`config.mk`:
```
export PLATFORM = sky130hd
export DESIGN_NAME = i2cm_master
export DESIGN_NICKNAME = d
export VERILOG_FILES = /design/src/include/i2cm_pkg.sv /design/src/hdl/i2cm_brg.sv /design/src/hdl/i2cm_master.sv
export SDC_FILE = /design/constraint.sdc
export NUM_CORES = 1
export LEC_CHECK = 0
export ABC_AREA = 1
export BUFFER_PORTS_ARGS = -buffer_cell sky130_fd_sc_hd__buf_4
export CORE_MARGIN = 1.5
export CORE_UTILIZATION = 40
export CTS_BUF_LIST = sky130_fd_sc_hd__clkbuf_4
export DETAILED_ROUTE_END_ITERATION = 10
export GPL_ROUTABILITY_DRIVEN = 0
export PLACE_DENSITY = 0.59
export SLEW_MARGIN = 30
export SYNTH_ARGS = -nofsm -noshare
export SYNTH_HDL_FRONTEND = slang
export SYNTH_SLANG_ARGS = --single-unit
```
`constraint.sdc`:
```
create_clock -name pclk -period 5 [get_ports pclk]
set_input_delay 0.25 -clock pclk [delete_from_list [all_inputs] [get_ports pclk]]
set_output_delay 0.25 -clock pclk [all_outputs]
set_load 0.01 [all_outputs]
```
`src/include/i2cm_pkg.sv`:
```
// I2C master engine: register map, field positions, timing constants and types.
// Assumes a 32-bit APB slave, byte addresses, one aligned word per register.
package i2cm_pkg;

    // ==========================================================
    // Register map
    localparam logic [7:0] OFS_CFG  = 8'h00;
    localparam logic [7:0] OFS_BAUD = 8'h04;
    localparam logic [7:0] OFS_CTRL = 8'h08;
    localparam logic [7:0] OFS_BUF  = 8'h0c;
    localparam logic [7:0] OFS_STAT = 8'h10;
    localparam logic [7:0] OFS_MASK = 8'h14;

    localparam int unsigned DATA_W = 32;
    localparam int unsigned ADDR_W = 8;
    localparam int unsigned BYTE_W = 8;

    // ==========================================================
    // Fields and reset values
    localparam int unsigned   CFG_EN   = 0;
    localparam int unsigned   BAUD_W   = 8;
    localparam logic [7:0]    BAUD_RST = 8'h13;
    localparam int unsigned   FLAG_W   = 3;
    localparam int unsigned   FL_SPIF  = 0;
    localparam int unsigned   FL_BCL   = 1;
    localparam int unsigned   FL_WR_COLL = 2;
    localparam int unsigned   CTRL_W   = 6;
    localparam int unsigned   REQ_W    = 5;
    localparam logic [2:0]    FLAG_RST = 3'h0;

    // ==========================================================
    // Bit counts per sequence
    localparam logic [3:0] NBITS_TX  = 4'h9;
    localparam logic [3:0] NBITS_RX  = 4'h8;
    localparam logic [3:0] NBITS_ACK = 4'h1;
    localparam logic [3:0] CNT_ONE   = 4'h1;

    // ==========================================================
    // Types
    typedef struct packed {
        logic ack_data;
        logic ack_en;
        logic rcv_en;
        logic stop;
        logic rstart;
        logic start;
    } i2cm_ctrl_t;

    typedef struct packed {
        logic       busy;
        logic       stop_seen;
        logic       start_seen;
        logic       ack_rcvd;
        logic       buffer_full_flag;
        logic [2:0] flags;
    } i2cm_stat_t;

    typedef enum logic [3:0] {
        ST_IDLE  = 4'b0000,
        ST_STA_A = 4'b0001,
        ST_STA_B = 4'b0010,
        ST_RSA_A = 4'b0011,
        ST_RSA_B = 4'b0100,
        ST_STP_A = 4'b0101,
        ST_STP_B = 4'b0110,
        ST_STP_C = 4'b0111,
        ST_BIT_L = 4'b1000,
        ST_BIT_H = 4'b1001
    } i2cm_state_t;

    typedef enum logic [1:0] {
        MD_TX  = 2'b00,
        MD_RX  = 2'b01,
        MD_ACK = 2'b10
    } i2cm_mode_t;

endpackage : i2cm_pkg

```
`src/hdl/i2cm_brg.sv`:
```
// Baud rate generator for the I2C master: one tick per SCL half period.
// Assumes the caller decides when SCL is released and not yet seen high.
`timescale 1ns/1ps
module i2cm_baud_gen
    import i2cm_pkg::*;
#(
    parameter int unsigned W = BAUD_W
) (
    input  wire logic         pclk,     // System clock
    input  wire logic         presetn,  // Async reset, active low
    input  wire logic         load,     // Reload from reload value
    input  wire logic         hold,     // Freeze count
    input  wire logic [W-1:0] reload,   // Reload value
    output logic              tick      // Rollover, half period end
);

    logic [W-1:0] count_r;
    logic [W-1:0] count_nxt;
    wire          at_zero = (count_r == '0);

    assign tick = !load && !hold && at_zero;

    // ==========================================================
    // Counter
    always_comb begin
        if (load) begin
            count_nxt = reload;
        end else if (hold) begin
            count_nxt = count_r;
        end else if (at_zero) begin
            count_nxt = reload;
        end else begin
            count_nxt = count_r - W'(1);
        end
    end

    always_ff @(posedge pclk or negedge presetn) begin
        if (!presetn) count_r <= '0;
        else          count_r <= count_nxt;
    end
endmodule : i2cm_baud_gen

```
`src/hdl/i2cm_master.sv`:
```
// I2C master engine with APB registers, collision handling and interrupt.
// Assumes open-drain pads outside that resolve the enables; pins are async.
`timescale 1ns/1ps

// Contract
// - Master drives all SCL pulses, starts, stops
// - Transfer ends by stop or repeated start
// - Transmit: address byte, eight bits, sample ack
// - Receive: clock in eight bits, set full; ack_en sends the ack
// - Generator holds while released SCL reads low
// - Generator reloads when SCL seen high
// - Buffer write while busy: discarded, flag set
// - Transmit collision: stop, clear full, release
// - Sequence collision: abort, release, clear requests
// - After collision, stop on bus sets flag
// - New write restarts at first data bit
// - Start collision: line low early or SCL
// - Start collision: abort, flag, go idle
module i2cm_master
    import i2cm_pkg::*;
(
    input  wire logic              pclk,     // System clock, 125 MHz
    input  wire logic              presetn,  // Async reset, active low
    input  wire logic [ADDR_W-1:0] paddr,    // APB address
    input  wire logic              psel,     // APB select
    input  wire logic              penable,  // APB enable
    input  wire logic              pwrite,   // APB write
    input  wire logic [DATA_W-1:0] pwdata,   // APB write data
    output logic      [DATA_W-1:0] prdata,   // APB read data
    output logic                   pready,   // APB ready
    output logic                   pslverr,  // APB error, unmapped
    output logic                   irq,      // Interrupt level
    input  wire logic              scl_i,    // SCL line level
    output logic                   scl_o,    // SCL drive value
    output logic                   scl_oe,   // SCL pulled low
    input  wire logic              sda_i,    // SDA line level
    output logic                   sda_o,    // SDA drive value
    output logic                   sda_oe    // SDA pulled low
);

    // ==========================================================
    // Declarations
    i2cm_state_t         state_r, state_nxt;
    i2cm_mode_t          mode_r, mode_nxt;
    i2cm_ctrl_t          ctrl_r, ctrl_nxt;
    logic [REQ_W-1:0]    ctrl_clr;
    logic [BAUD_W-1:0]   baud_r;
    logic                en_r;
    logic [FLAG_W-1:0]   flag_r, flag_nxt, flag_set, mask_r;
    logic [BYTE_W-1:0]   shift_r, shift_nxt;
    logic [3:0]          cnt_r, cnt_nxt;
    logic                full_r, full_nxt, ack_r, ack_nxt;
    logic                scl_oe_r, scl_oe_nxt, sda_oe_r, sda_oe_nxt;
    logic                sdet_r, pdet_r, watch_r, coll;
    logic                scl_s1, scl_s2, scl_s3, sda_s1, sda_s2, sda_s3;
    logic [DATA_W-1:0]   prdata_r;
    logic                pready_r, pslverr_r, irq_r;
    logic                tick;

    function automatic logic hit(input logic [ADDR_W-1:0] a, input logic [ADDR_W-1:0] o);
        return a == o;
    endfunction : hit

    // ==========================================================
    // Pin synchronisers
    always_ff @(posedge pclk or negedge presetn) begin
        if (!presetn) begin
            {scl_s1, scl_s2, scl_s3} <= 3'h7;
            {sda_s1, sda_s2, sda_s3} <= 3'h7;
        end else begin
            {scl_s1, scl_s2, scl_s3} <= {scl_i, scl_s1, scl_s2};
            {sda_s1, sda_s2, sda_s3} <= {sda_i, sda_s1, sda_s2};
        end
    end

    wire scl_rise  = scl_s2 && !scl_s3;
    wire start_bus = !sda_s2 && sda_s3 && scl_s2 && scl_s3;
    wire stop_bus  = sda_s2 && !sda_s3 && scl_s2 && scl_s3;

    // ==========================================================
    // APB decode
    wire setup    = psel && !penable;
    wire acc      = psel && penable && pready_r;
    wire wr       = acc && pwrite;
    wire rd       = acc && !pwrite;
    wire sel_cfg  = hit(paddr, OFS_CFG);
    wire sel_baud = hit(paddr, OFS_BAUD);
    wire sel_ctrl = hit(paddr, OFS_CTRL);
    wire sel_buf  = hit(paddr, OFS_BUF);
    wire sel_stat = hit(paddr, OFS_STAT);
    wire sel_mask = hit(paddr, OFS_MASK);
    wire mapped   = sel_cfg | sel_baud | sel_ctrl | sel_buf | sel_stat | sel_mask;
    wire idle     = (state_r == ST_IDLE);
    wire busy     = !idle || (|ctrl_r[REQ_W-1:0]);
    wire buf_wr   = wr && sel_buf;
    wire buf_ok   = buf_wr && !busy && en_r;
    wire wr_coll  = buf_wr && !(!busy && en_r);
    wire ctrl_wr  = wr && sel_ctrl;

    i2cm_stat_t stat;
    assign stat = '{busy: !idle, stop_seen: pdet_r, start_seen: sdet_r,
                    ack_rcvd: ack_r, buffer_full_flag: full_r, flags: flag_r};

    wire [DATA_W-1:0] rd_mux =
        sel_cfg  ? DATA_W'(en_r)    :
        sel_baud ? DATA_W'(baud_r)  :
        sel_ctrl ? DATA_W'(ctrl_r)  :
        sel_buf  ? DATA_W'(shift_r) :
        sel_stat ? DATA_W'(stat)    :
        sel_mask ? DATA_W'(mask_r)  : '0;

    // ==========================================================
    // Sequencer
    wire [3:0] nbits   = (mode_r == MD_TX) ? NBITS_TX :
                         (mode_r == MD_RX) ? NBITS_RX : NBITS_ACK;
    wire [3:0] cnt_inc = cnt_r + CNT_ONE;
    // Drove a one (released) in a slot we own: a low read means we lost
    wire own_one = !sda_oe_r && (mode_r == MD_ACK || (mode_r == MD_TX && cnt_r < NBITS_RX));

    always_comb begin
        state_nxt  = state_r;
        mode_nxt   = mode_r;
        scl_oe_nxt = scl_oe_r;
        sda_oe_nxt = sda_oe_r;
        shift_nxt  = shift_r;
        cnt_nxt    = cnt_r;
        full_nxt   = full_r;
        ack_nxt    = ack_r;
        ctrl_clr   = '0;
        flag_set   = '0;
        coll       = 1'b0;
        unique case (state_r)
            ST_IDLE: begin
                if (rd && sel_buf) full_nxt = 1'b0;
                if (!en_r) begin
                    scl_oe_nxt = 1'b0;
                    sda_oe_nxt = 1'b0;
                end else if (ctrl_r.start) begin
                    state_nxt  = ST_STA_A;
                    scl_oe_nxt = 1'b0;
                    sda_oe_nxt = 1'b0;
                end else if (ctrl_r.rstart) begin
                    state_nxt  = ST_RSA_A;
                    sda_oe_nxt = 1'b0;
                end else if (ctrl_r.stop) begin
                    state_nxt  = ST_STP_A;
                    scl_oe_nxt = 1'b1;
                    sda_oe_nxt = 1'b1;
                end else if (ctrl_r.rcv_en || ctrl_r.ack_en) begin
                    state_nxt  = ST_BIT_L;
                    mode_nxt   = ctrl_r.rcv_en ? MD_RX : MD_ACK;
                    cnt_nxt    = '0;
                    scl_oe_nxt = 1'b1;
                    sda_oe_nxt = !ctrl_r.rcv_en && !ctrl_r.ack_data;
                end else if (buf_ok) begin
                    state_nxt  = ST_BIT_L;
                    mode_nxt   = MD_TX;
                    shift_nxt  = pwdata[BYTE_W-1:0];
                    cnt_nxt    = '0;
                    full_nxt   = 1'b1;
                    scl_oe_nxt = 1'b1;
                    sda_oe_nxt = !pwdata[BYTE_W-1];
                end
            end
            ST_STA_A: begin
                if (!scl_s2 || !sda_s2) begin
                    coll = 1'b1;
                end else if (tick) begin
                    state_nxt  = ST_STA_B;
                    sda_oe_nxt = 1'b1;
                end
            end
            ST_STA_B: begin
                if (tick) begin
                    state_nxt  = ST_IDLE;
                    scl_oe_nxt = 1'b1;
                    ctrl_clr   = REQ_W'(3);
                    flag_set[FL_SPIF] = 1'b1;
                end
            end
            ST_RSA_A: begin
                if (tick) begin
                    state_nxt  = ST_RSA_B;
                    scl_oe_nxt = 1'b0;
                end
            end
            ST_RSA_B: begin
                if (scl_s2 && !sda_s2) begin
                    coll = 1'b1;
                end else if (tick) begin
                    state_nxt  = ST_STA_B;
                    sda_oe_nxt = 1'b1;
                end
            end
            ST_STP_A: begin
                if (tick) begin
                    state_nxt  = ST_STP_B;
                    scl_oe_nxt = 1'b0;
                end
            end
            ST_STP_B: begin
                if (tick) begin
                    state_nxt  = ST_STP_C;
                    sda_oe_nxt = 1'b0;
                end
            end
            ST_STP_C: begin
                if (tick && !sda_s2) begin
                    coll = 1'b1;
                end else if (tick) begin
                    state_nxt = ST_IDLE;
                    ctrl_clr  = REQ_W'(4);
                    flag_set[FL_SPIF] = 1'b1;
                end
            end
            ST_BIT_L: begin
                if (tick) begin
                    state_nxt  = ST_BIT_H;
                    scl_oe_nxt = 1'b0;
                end
            end
            ST_BIT_H: begin
                // Sample at the end of the high half, when SDA has settled
                if (tick && own_one && !sda_s2) begin
                    coll = 1'b1;
                end else if (tick) begin
                    cnt_nxt    = cnt_inc;
                    scl_oe_nxt = 1'b1;
                    if (cnt_r < NBITS_RX && mode_r != MD_ACK) begin
                        shift_nxt = {shift_r[BYTE_W-2:0], sda_s2};
                    end
                    if (cnt_inc == nbits) begin
                        state_nxt  = ST_IDLE;
                        sda_oe_nxt = 1'b0;
                        flag_set[FL_SPIF] = 1'b1;
                        if (mode_r == MD_TX) begin
                            full_nxt = 1'b0;
                            ack_nxt = sda_s2;
                        end else if (mode_r == MD_RX) begin
                            full_nxt = 1'b1;
                            ctrl_clr = REQ_W'(8);
                        end else begin
                            ctrl_clr = REQ_W'(16);
                        end
                    end else begin
                        state_nxt  = ST_BIT_L;
                        sda_oe_nxt = mode_r == MD_TX && cnt_inc < NBITS_RX
                                     && !shift_nxt[BYTE_W-1];
                    end
                end
            end
        endcase
        if (coll) begin
            state_nxt  = ST_IDLE;
            scl_oe_nxt = 1'b0;
            sda_oe_nxt = 1'b0;
            full_nxt   = 1'b0;
            ctrl_clr   = '1;
            flag_set[FL_BCL] = 1'b1;
        end
        if (watch_r && stop_bus) flag_set[FL_SPIF] = 1'b1;
        flag_set[FL_WR_COLL] = wr_coll;
    end

    // Request bits: a software write replaces the field, else hardware clears
    assign ctrl_nxt = ctrl_wr ? i2cm_ctrl_t'(pwdata[CTRL_W-1:0])
                              : ctrl_r & ~i2cm_ctrl_t'({1'b0, ctrl_clr});
    // Set wins over a same-cycle write-one-to-clear
    assign flag_nxt = (flag_r & ~((wr && sel_stat) ? pwdata[FLAG_W-1:0] : '0)) | flag_set;

    // ==========================================================
    // Baud rate generator
    wire baud_load = idle || (scl_rise && !scl_oe_r);
    wire baud_hold = !scl_oe_r && !scl_s2;

    i2cm_baud_gen #(.W(BAUD_W)) u_baud (
        .pclk    (pclk),
        .presetn (presetn),
        .load    (baud_load),
        .hold    (baud_hold),
        .reload  (baud_r),
        .tick    (tick)
    );

    // ==========================================================
    // State and registers
    always_ff @(posedge pclk or negedge presetn) begin
        if (!presetn) begin
            state_r <= ST_IDLE;
            mode_r  <= MD_TX;
            shift_r <= '0;
            cnt_r   <= '0;
            full_r  <= 1'b0;
            ack_r   <= 1'b0;
        end else begin
            state_r <= state_nxt;
            mode_r  <= mode_nxt;
            shift_r <= shift_nxt;
            cnt_r   <= cnt_nxt;
            full_r  <= full_nxt;
            ack_r   <= ack_nxt;
        end
    end

    always_ff @(posedge pclk or negedge presetn) begin
        if (!presetn) begin
            ctrl_r <= '0;
            flag_r <= FLAG_RST;
            en_r   <= 1'b0;
            baud_r <= BAUD_RST;
            mask_r <= '0;
        end else begin
            ctrl_r <= ctrl_nxt;
            flag_r <= flag_nxt;
            if (wr && sel_cfg)  en_r   <= pwdata[CFG_EN];
            if (wr && sel_baud) baud_r <= pwdata[BAUD_W-1:0];
            if (wr && sel_mask) mask_r <= pwdata[FLAG_W-1:0];
        end
    end

    // Bus state for software deciding when it may take the bus
    always_ff @(posedge pclk or negedge presetn) begin
        if (!presetn) begin
            sdet_r  <= 1'b0;
            pdet_r  <= 1'b0;
            watch_r <= 1'b0;
        end else begin
            sdet_r  <= start_bus || (sdet_r && !stop_bus);
            pdet_r  <= stop_bus || (pdet_r && !start_bus);
            watch_r <= coll || (watch_r && !stop_bus);
        end
    end

    // ==========================================================
    // Outputs from flip-flops, except the SCL and SDA drive values, which are tied low
    always_ff @(posedge pclk or negedge presetn) begin
        if (!presetn) begin
            scl_oe_r  <= 1'b0;
            sda_oe_r  <= 1'b0;
            prdata_r  <= '0;
            pready_r  <= 1'b0;
            pslverr_r <= 1'b0;
            irq_r     <= 1'b0;
        end else begin
            scl_oe_r  <= scl_oe_nxt;
            sda_oe_r  <= sda_oe_nxt;
            pready_r  <= setup;
            pslverr_r <= setup && !mapped;
            if (setup) prdata_r <= rd_mux;
            irq_r     <= |(flag_nxt & mask_r);
        end
    end

    // Open-drain: the drive value is always low, only the enable moves
    assign scl_o   = 1'b0;
    assign sda_o   = 1'b0;
    assign scl_oe  = scl_oe_r;
    assign sda_oe  = sda_oe_r;
    assign prdata  = prdata_r;
    assign pready  = pready_r;
    assign pslverr = pslverr_r;
    assign irq     = irq_r;
endmodule : i2cm_master

```
==> impl_summary.log <==
[metrics] count of boundary I/O pins: 86
[metrics] Largest delay share family, worst path: simple AND/OR/NAND/NOR gates
[metrics] total half-perimeter wirelength after legalization and detailed placement: about 9000 um
[metrics] first drt pass iteration count: 5
[metrics] Port Buffer Count: 35
[metrics] Max rail drop VDD: approximately 0.22 mV
[metrics] post-synthesis instance area: around 4500 um2
[metrics] Final Slew Violations: 0
[metrics] critical path's slowest cell: sky130_fd_sc_hd__dfrtp_1
[metrics] data arrival time at the worst-slack endpoint: between 2 and 3 ns
[metrics] Area Overhead vs Synth: 10.6%
[metrics] endpoint required time on the critical path: around 5.3 ns
[metrics] htree depth: 3
[metrics] clock-pin slew of the registers on the worst-case setup and hold paths: 0.14 ns
[metrics] synthesized area per cell: ~7.1 um2
[metrics] antenna violations before repair: 0
[metrics] total net switching power: around 0.35 mW
[metrics] actual transition at the worst max-transition pin: about 0.75 ns
[metrics] sequential power share: roughly 55%
[metrics] dpl cell area: between 4000 and 5000 um2
[metrics] final count of hold timing violations: 0
[metrics] Setup violations, final: 0
[metrics] routed wirelength normalized by instance count: 14.2 um
[metrics] cell row count: 38
[metrics] fraction of synthesized cell area in xor and xnor cells: less than 1%
[metrics] final global-route overflow total: 0
[metrics] TNS Setup: 0 ns
[metrics] combinational fraction of design power: ~15%
[metrics] Period minus WS final: ~2.2 ns
[metrics] residual DRC count: 0
[metrics] share of async-settable or async-resettable flops after synthesis: 100%
[metrics] clock latency of the later-clocked register in the worst-skew pair: between 0.4 and 0.5 ns
[metrics] hold-critical path depth: 3
[metrics] number of nets with antenna violations after detailed routing: 0
[metrics] via count: between 4k and 5k
[metrics] Syn Inst Count: approximately 640
[metrics] final worst path period share: between 40% and 50%
[metrics] vias in the first global route: 3,813
[metrics] Worst setup EP type: register
[metrics] final wirelength: between 10,000 and 15,000 um
[metrics] Pleak: around 2.6 nW
[metrics] Seq/Total Area, Yosys: between 30% and 40%
[metrics] Fin Clk Skew: a little under 0.03 ns
[metrics] largest area contributor in the netlist: sky130_fd_sc_hd__dfrtp_1
[metrics] unrepaired setup endpoints after global routing: no
[metrics] Critical path buffers and inverters: 2
[metrics] fraction of layout cells with a size suffix above 1: between 10% and 20%
[metrics] vertical die dimension: around 110 um
[metrics] area fraction in compound gates after synthesis: between 10% and 20%
[metrics] worst slew slack as a fraction of its limit: about 50%
[metrics] met3 usage in global routing: 6.75%
[metrics] main area contributors after synthesis: sky130_fd_sc_hd__dfrtp_1 (34%), sky130_fd_sc_hd__nand2_1 (14%), sky130_fd_sc_hd__inv_1 (6.7%)
[metrics] full die area: between 10,000 and 15,000 um2
[metrics] total CTS buffers: 9
[metrics] largest fanout of any net on the critical path: 9
[metrics] path depth of the worst reg2reg path: 11
[metrics] max frequency: about 460 MHz
[metrics] post_cts resized: 0
[metrics] count of nets after finishing: approximately 730
[metrics] switching share of total power: between 30% and 40%
[metrics] met2 Use GR: between 30% and 40%
[metrics] number of distinct library cells after synthesis: 43
[metrics] maximum capacitance violations: 0
[metrics] WP depth: 11
[metrics] diode count: 0
[metrics] count of routing violations after the opening detailed-route iteration: roughly 420
[metrics] worst min-delay path class: input pin to register
[metrics] count of flip-flops with a built-in enable after synthesis: 0
[metrics] effective utilization at floorplan: around two fifths
[metrics] count of clock tree sinks: just over 70
[metrics] pin count of the biggest net entering global routing: a little over 70
[metrics] most frequent cell on the critical path: sky130_fd_sc_hd__nand3_1
[metrics] relative contribution of the clock network to total power: 30.5%
[metrics] portion of synthesized cell area occupied by the leading cell type: between 30% and 40%
[metrics] delay contributed by the slowest stage of the critical path: 0.42 ns
[metrics] final non-filler cell area: 4980 um2
[metrics] Core Area: 10,900 um2
[metrics] synthesized-area fraction occupied by and/or/nand/nor cells: 33.8%
[metrics] critical path launch point type: register
[metrics] dominant combinational cell family by area after synthesis: simple AND/OR/NAND/NOR gates
[metrics] post-CTS repair timing setup buffer count: 0
[metrics] root buffer cell: sky130_fd_sc_hd__clkbuf_4
[metrics] flops & latches, synth: between 70 and 80
[metrics] Synth Flop Type: sky130_fd_sc_hd__dfrtp_1
[metrics] synthesis warning total: 0
[metrics] global-route wire length before repair: 19,200 um
[metrics] Synth Area in Adders: 0.833%
[metrics] multiplexer area fraction after synthesis: 0%
[metrics] met1 capacity usage during global routing: around 29%
[metrics] status: finished, final reports clean
[metrics] category of the critical setup timing path: register to register
[metrics] GR peak layer: met2
[metrics] worst-path cell chain: inv_1, ha_1, inv_1, nor2_1, nand2_2, nor2_4, nand3_1, nand3_1, nand3_1, nand2_1, nand3_1
[metrics] overall die width: between 100 and 150 um
[metrics] internal power contribution: between 0.7 and 0.8 mW
[metrics] Via-to-Cell Ratio: 5.04
[metrics] TritonCTS clock tree: built
[metrics] GR Util All Layers: 21.5%
[metrics] Pwr per Cell Area: approximately 220 nW/um2
[metrics] Clock Path Buffers: 2
==> sequential cells by signal, summed over array words and instances, names as in the netlist, 2 cells and up <==
| name | flops |
|---|---|
| baud_r | 8 |
| prdata | 8 |
| shift_r | 8 |
| u_baud.count_r | 8 |
| ctrl_r | 6 |
| cnt_r | 4 |
| state_r | 4 |
| flag_r | 3 |
| mask_r | 3 |
| mode_r | 2 |
==> power groups by stage <==
stage	combinational, mW	sequential, mW	clock (mW)
global placement	0.153	0.612	0
detailed placement	0.155	0.613	0
finish	0.161	0.602	0.335
CTS	0.161	0.602	0.344
floorplan	0.114	0.612	0
global route	0.184	0.605	0.367
==> final timing paths <==
kind                                    from   endpoint  slack (ns)
max reg2reg                u_baud.count_r[0]        irq        2.82
max                        u_baud.count_r[0]        irq        2.82
max in group asynchronous            presetn     scl_oe        4.18
min                                     psel     pready        0.03
min in group asynchronous            presetn  prdata[6]        0.32
min reg2reg                           scl_s1     scl_s2        0.36
==> per-layer routing <==
layer  share of wire (%)  up-vias  wire length (um)
met5                   0        -                 0
met4                 1.5        0               179
met3                 6.3       15               741
met2                  45      134              5340
met1                  47     1943              5500
li1                    -     2080                 -
==> cells in the final DEF, fill, tap and decap left out, types with 3 or more instances in the layout <==
cell type,netlist,layout
sky130_fd_sc_hd__nand2_1,172,172
sky130_fd_sc_hd__inv_1,80,80
sky130_fd_sc_hd__nor2_1,78,78
sky130_fd_sc_hd__dfrtp_1,62,62
sky130_fd_sc_hd__o21ai_0,49,49
sky130_fd_sc_hd__nand3_1,43,43
sky130_fd_sc_hd__buf_4,27,34
sky130_fd_sc_hd__conb_1,1,26
sky130_fd_sc_hd__a21oi_1,21,21
sky130_fd_sc_hd__nand4_1,11,11
sky130_fd_sc_hd__o22ai_1,10,10
sky130_fd_sc_hd__clkbuf_4,0,10
sky130_fd_sc_hd__dfstp_2,9,9
sky130_fd_sc_hd__nand2_2,8,8
sky130_fd_sc_hd__dlygate4sd3_1,0,8
sky130_fd_sc_hd__nor2_4,7,7
sky130_fd_sc_hd__inv_2,5,5
sky130_fd_sc_hd__nor3_1,4,4
sky130_fd_sc_hd__o21ai_1,4,4
sky130_fd_sc_hd__o211ai_1,4,4
sky130_fd_sc_hd__xor2_1,3,3
sky130_fd_sc_hd__nor2_2,3,3
sky130_fd_sc_hd__o21ai_2,3,3
sky130_fd_sc_hd__a31oi_1,3,3
sky130_fd_sc_hd__ha_1,3,3
==> metrics by stage <==
| stage | utilization (%) | setup WS [ns] | cells | total power, mW | hold slack, ns |
|---|---|---|---|---|---|
| 2_1_floorplan | - | 3.29 | 663 | 0.726 | -0.0456 |
| 4_1_cts | 45.5 | 2.84 | 827 | 1.11 | 0.00708 |
| 5_1_grt | 45.6 | 2.62 | 827 | 1.16 | 0.0174 |
| 6_report | 45.6 | 2.82 | 827 | 1.10 | 0.0337 |
| 3_3_place_gp | 43.8 | 2.89 | 803 | 0.765 | 0.348 |
| 3_5_place_dp | 43.8 | 2.88 | 803 | 0.768 | 0.349 |
==> logic make-up after synthesis <==
logic type,count (synthesis)
XOR/XNOR,4
adder cells (fa/ha/maj),3
AND/OR/NAND/NOR,340
AO/OA/AOI/OAI,98
other,1
flip-flops,71
buffers and inverters,121
==> timing repair <==
| action | in CTS | in global routing |
|---|---|---|
| hold buffers | 8 | 0 |
| endpoints found under the hold margin | 69 | 0 |
| setup endpoints to repair | 0 | 0 |
==> worst reg2reg max path: stages (launching register included) <==
cell and delay [ns]:
sky130_fd_sc_hd__dfrtp_1 0.42, sky130_fd_sc_hd__inv_1 0.12, sky130_fd_sc_hd__ha_1 0.18, sky130_fd_sc_hd__inv_1 0.04, sky130_fd_sc_hd__nor2_1 0.12, sky130_fd_sc_hd__nand2_2 0.13
sky130_fd_sc_hd__nor2_4 0.26, sky130_fd_sc_hd__nand3_1 0.23, sky130_fd_sc_hd__nand3_1 0.26, sky130_fd_sc_hd__nand3_1 0.15, sky130_fd_sc_hd__nand2_1 0.08, sky130_fd_sc_hd__nand3_1 0.07
==> synthesized netlist by cell type, types with 3 or more instances <==
cell	instances
sky130_fd_sc_hd__a21oi_1	21
sky130_fd_sc_hd__a31oi_1	3
sky130_fd_sc_hd__buf_2	3
sky130_fd_sc_hd__buf_4	27
sky130_fd_sc_hd__clkbuf_1	3
sky130_fd_sc_hd__dfrtp_1	62
sky130_fd_sc_hd__dfstp_2	9
sky130_fd_sc_hd__ha_1	3
sky130_fd_sc_hd__inv_1	80
sky130_fd_sc_hd__inv_2	5
sky130_fd_sc_hd__nand2_1	172
sky130_fd_sc_hd__nand2_2	8
sky130_fd_sc_hd__nand3_1	43
sky130_fd_sc_hd__nand4_1	11
sky130_fd_sc_hd__nor2_1	78
sky130_fd_sc_hd__nor2_2	3
sky130_fd_sc_hd__nor2_4	7
sky130_fd_sc_hd__nor3_1	4
sky130_fd_sc_hd__o211ai_1	4
sky130_fd_sc_hd__o21ai_0	49
sky130_fd_sc_hd__o21ai_1	4
sky130_fd_sc_hd__o21ai_2	3
sky130_fd_sc_hd__o22ai_1	10
sky130_fd_sc_hd__xor2_1	3
==> final cells by class <==
cell class,count,area (um2)
Fill cell,1166,5950
Multi-Input combinational cell,471,2240
Sequential cell,71,1790
Timing Repair Buffer,43,347
Inverter,86,323
Tap cell,140,175
Clock buffer,10,75.1
Clock inverter,6,37.5
Note: power is estimated with default switching activity, not from simulation.
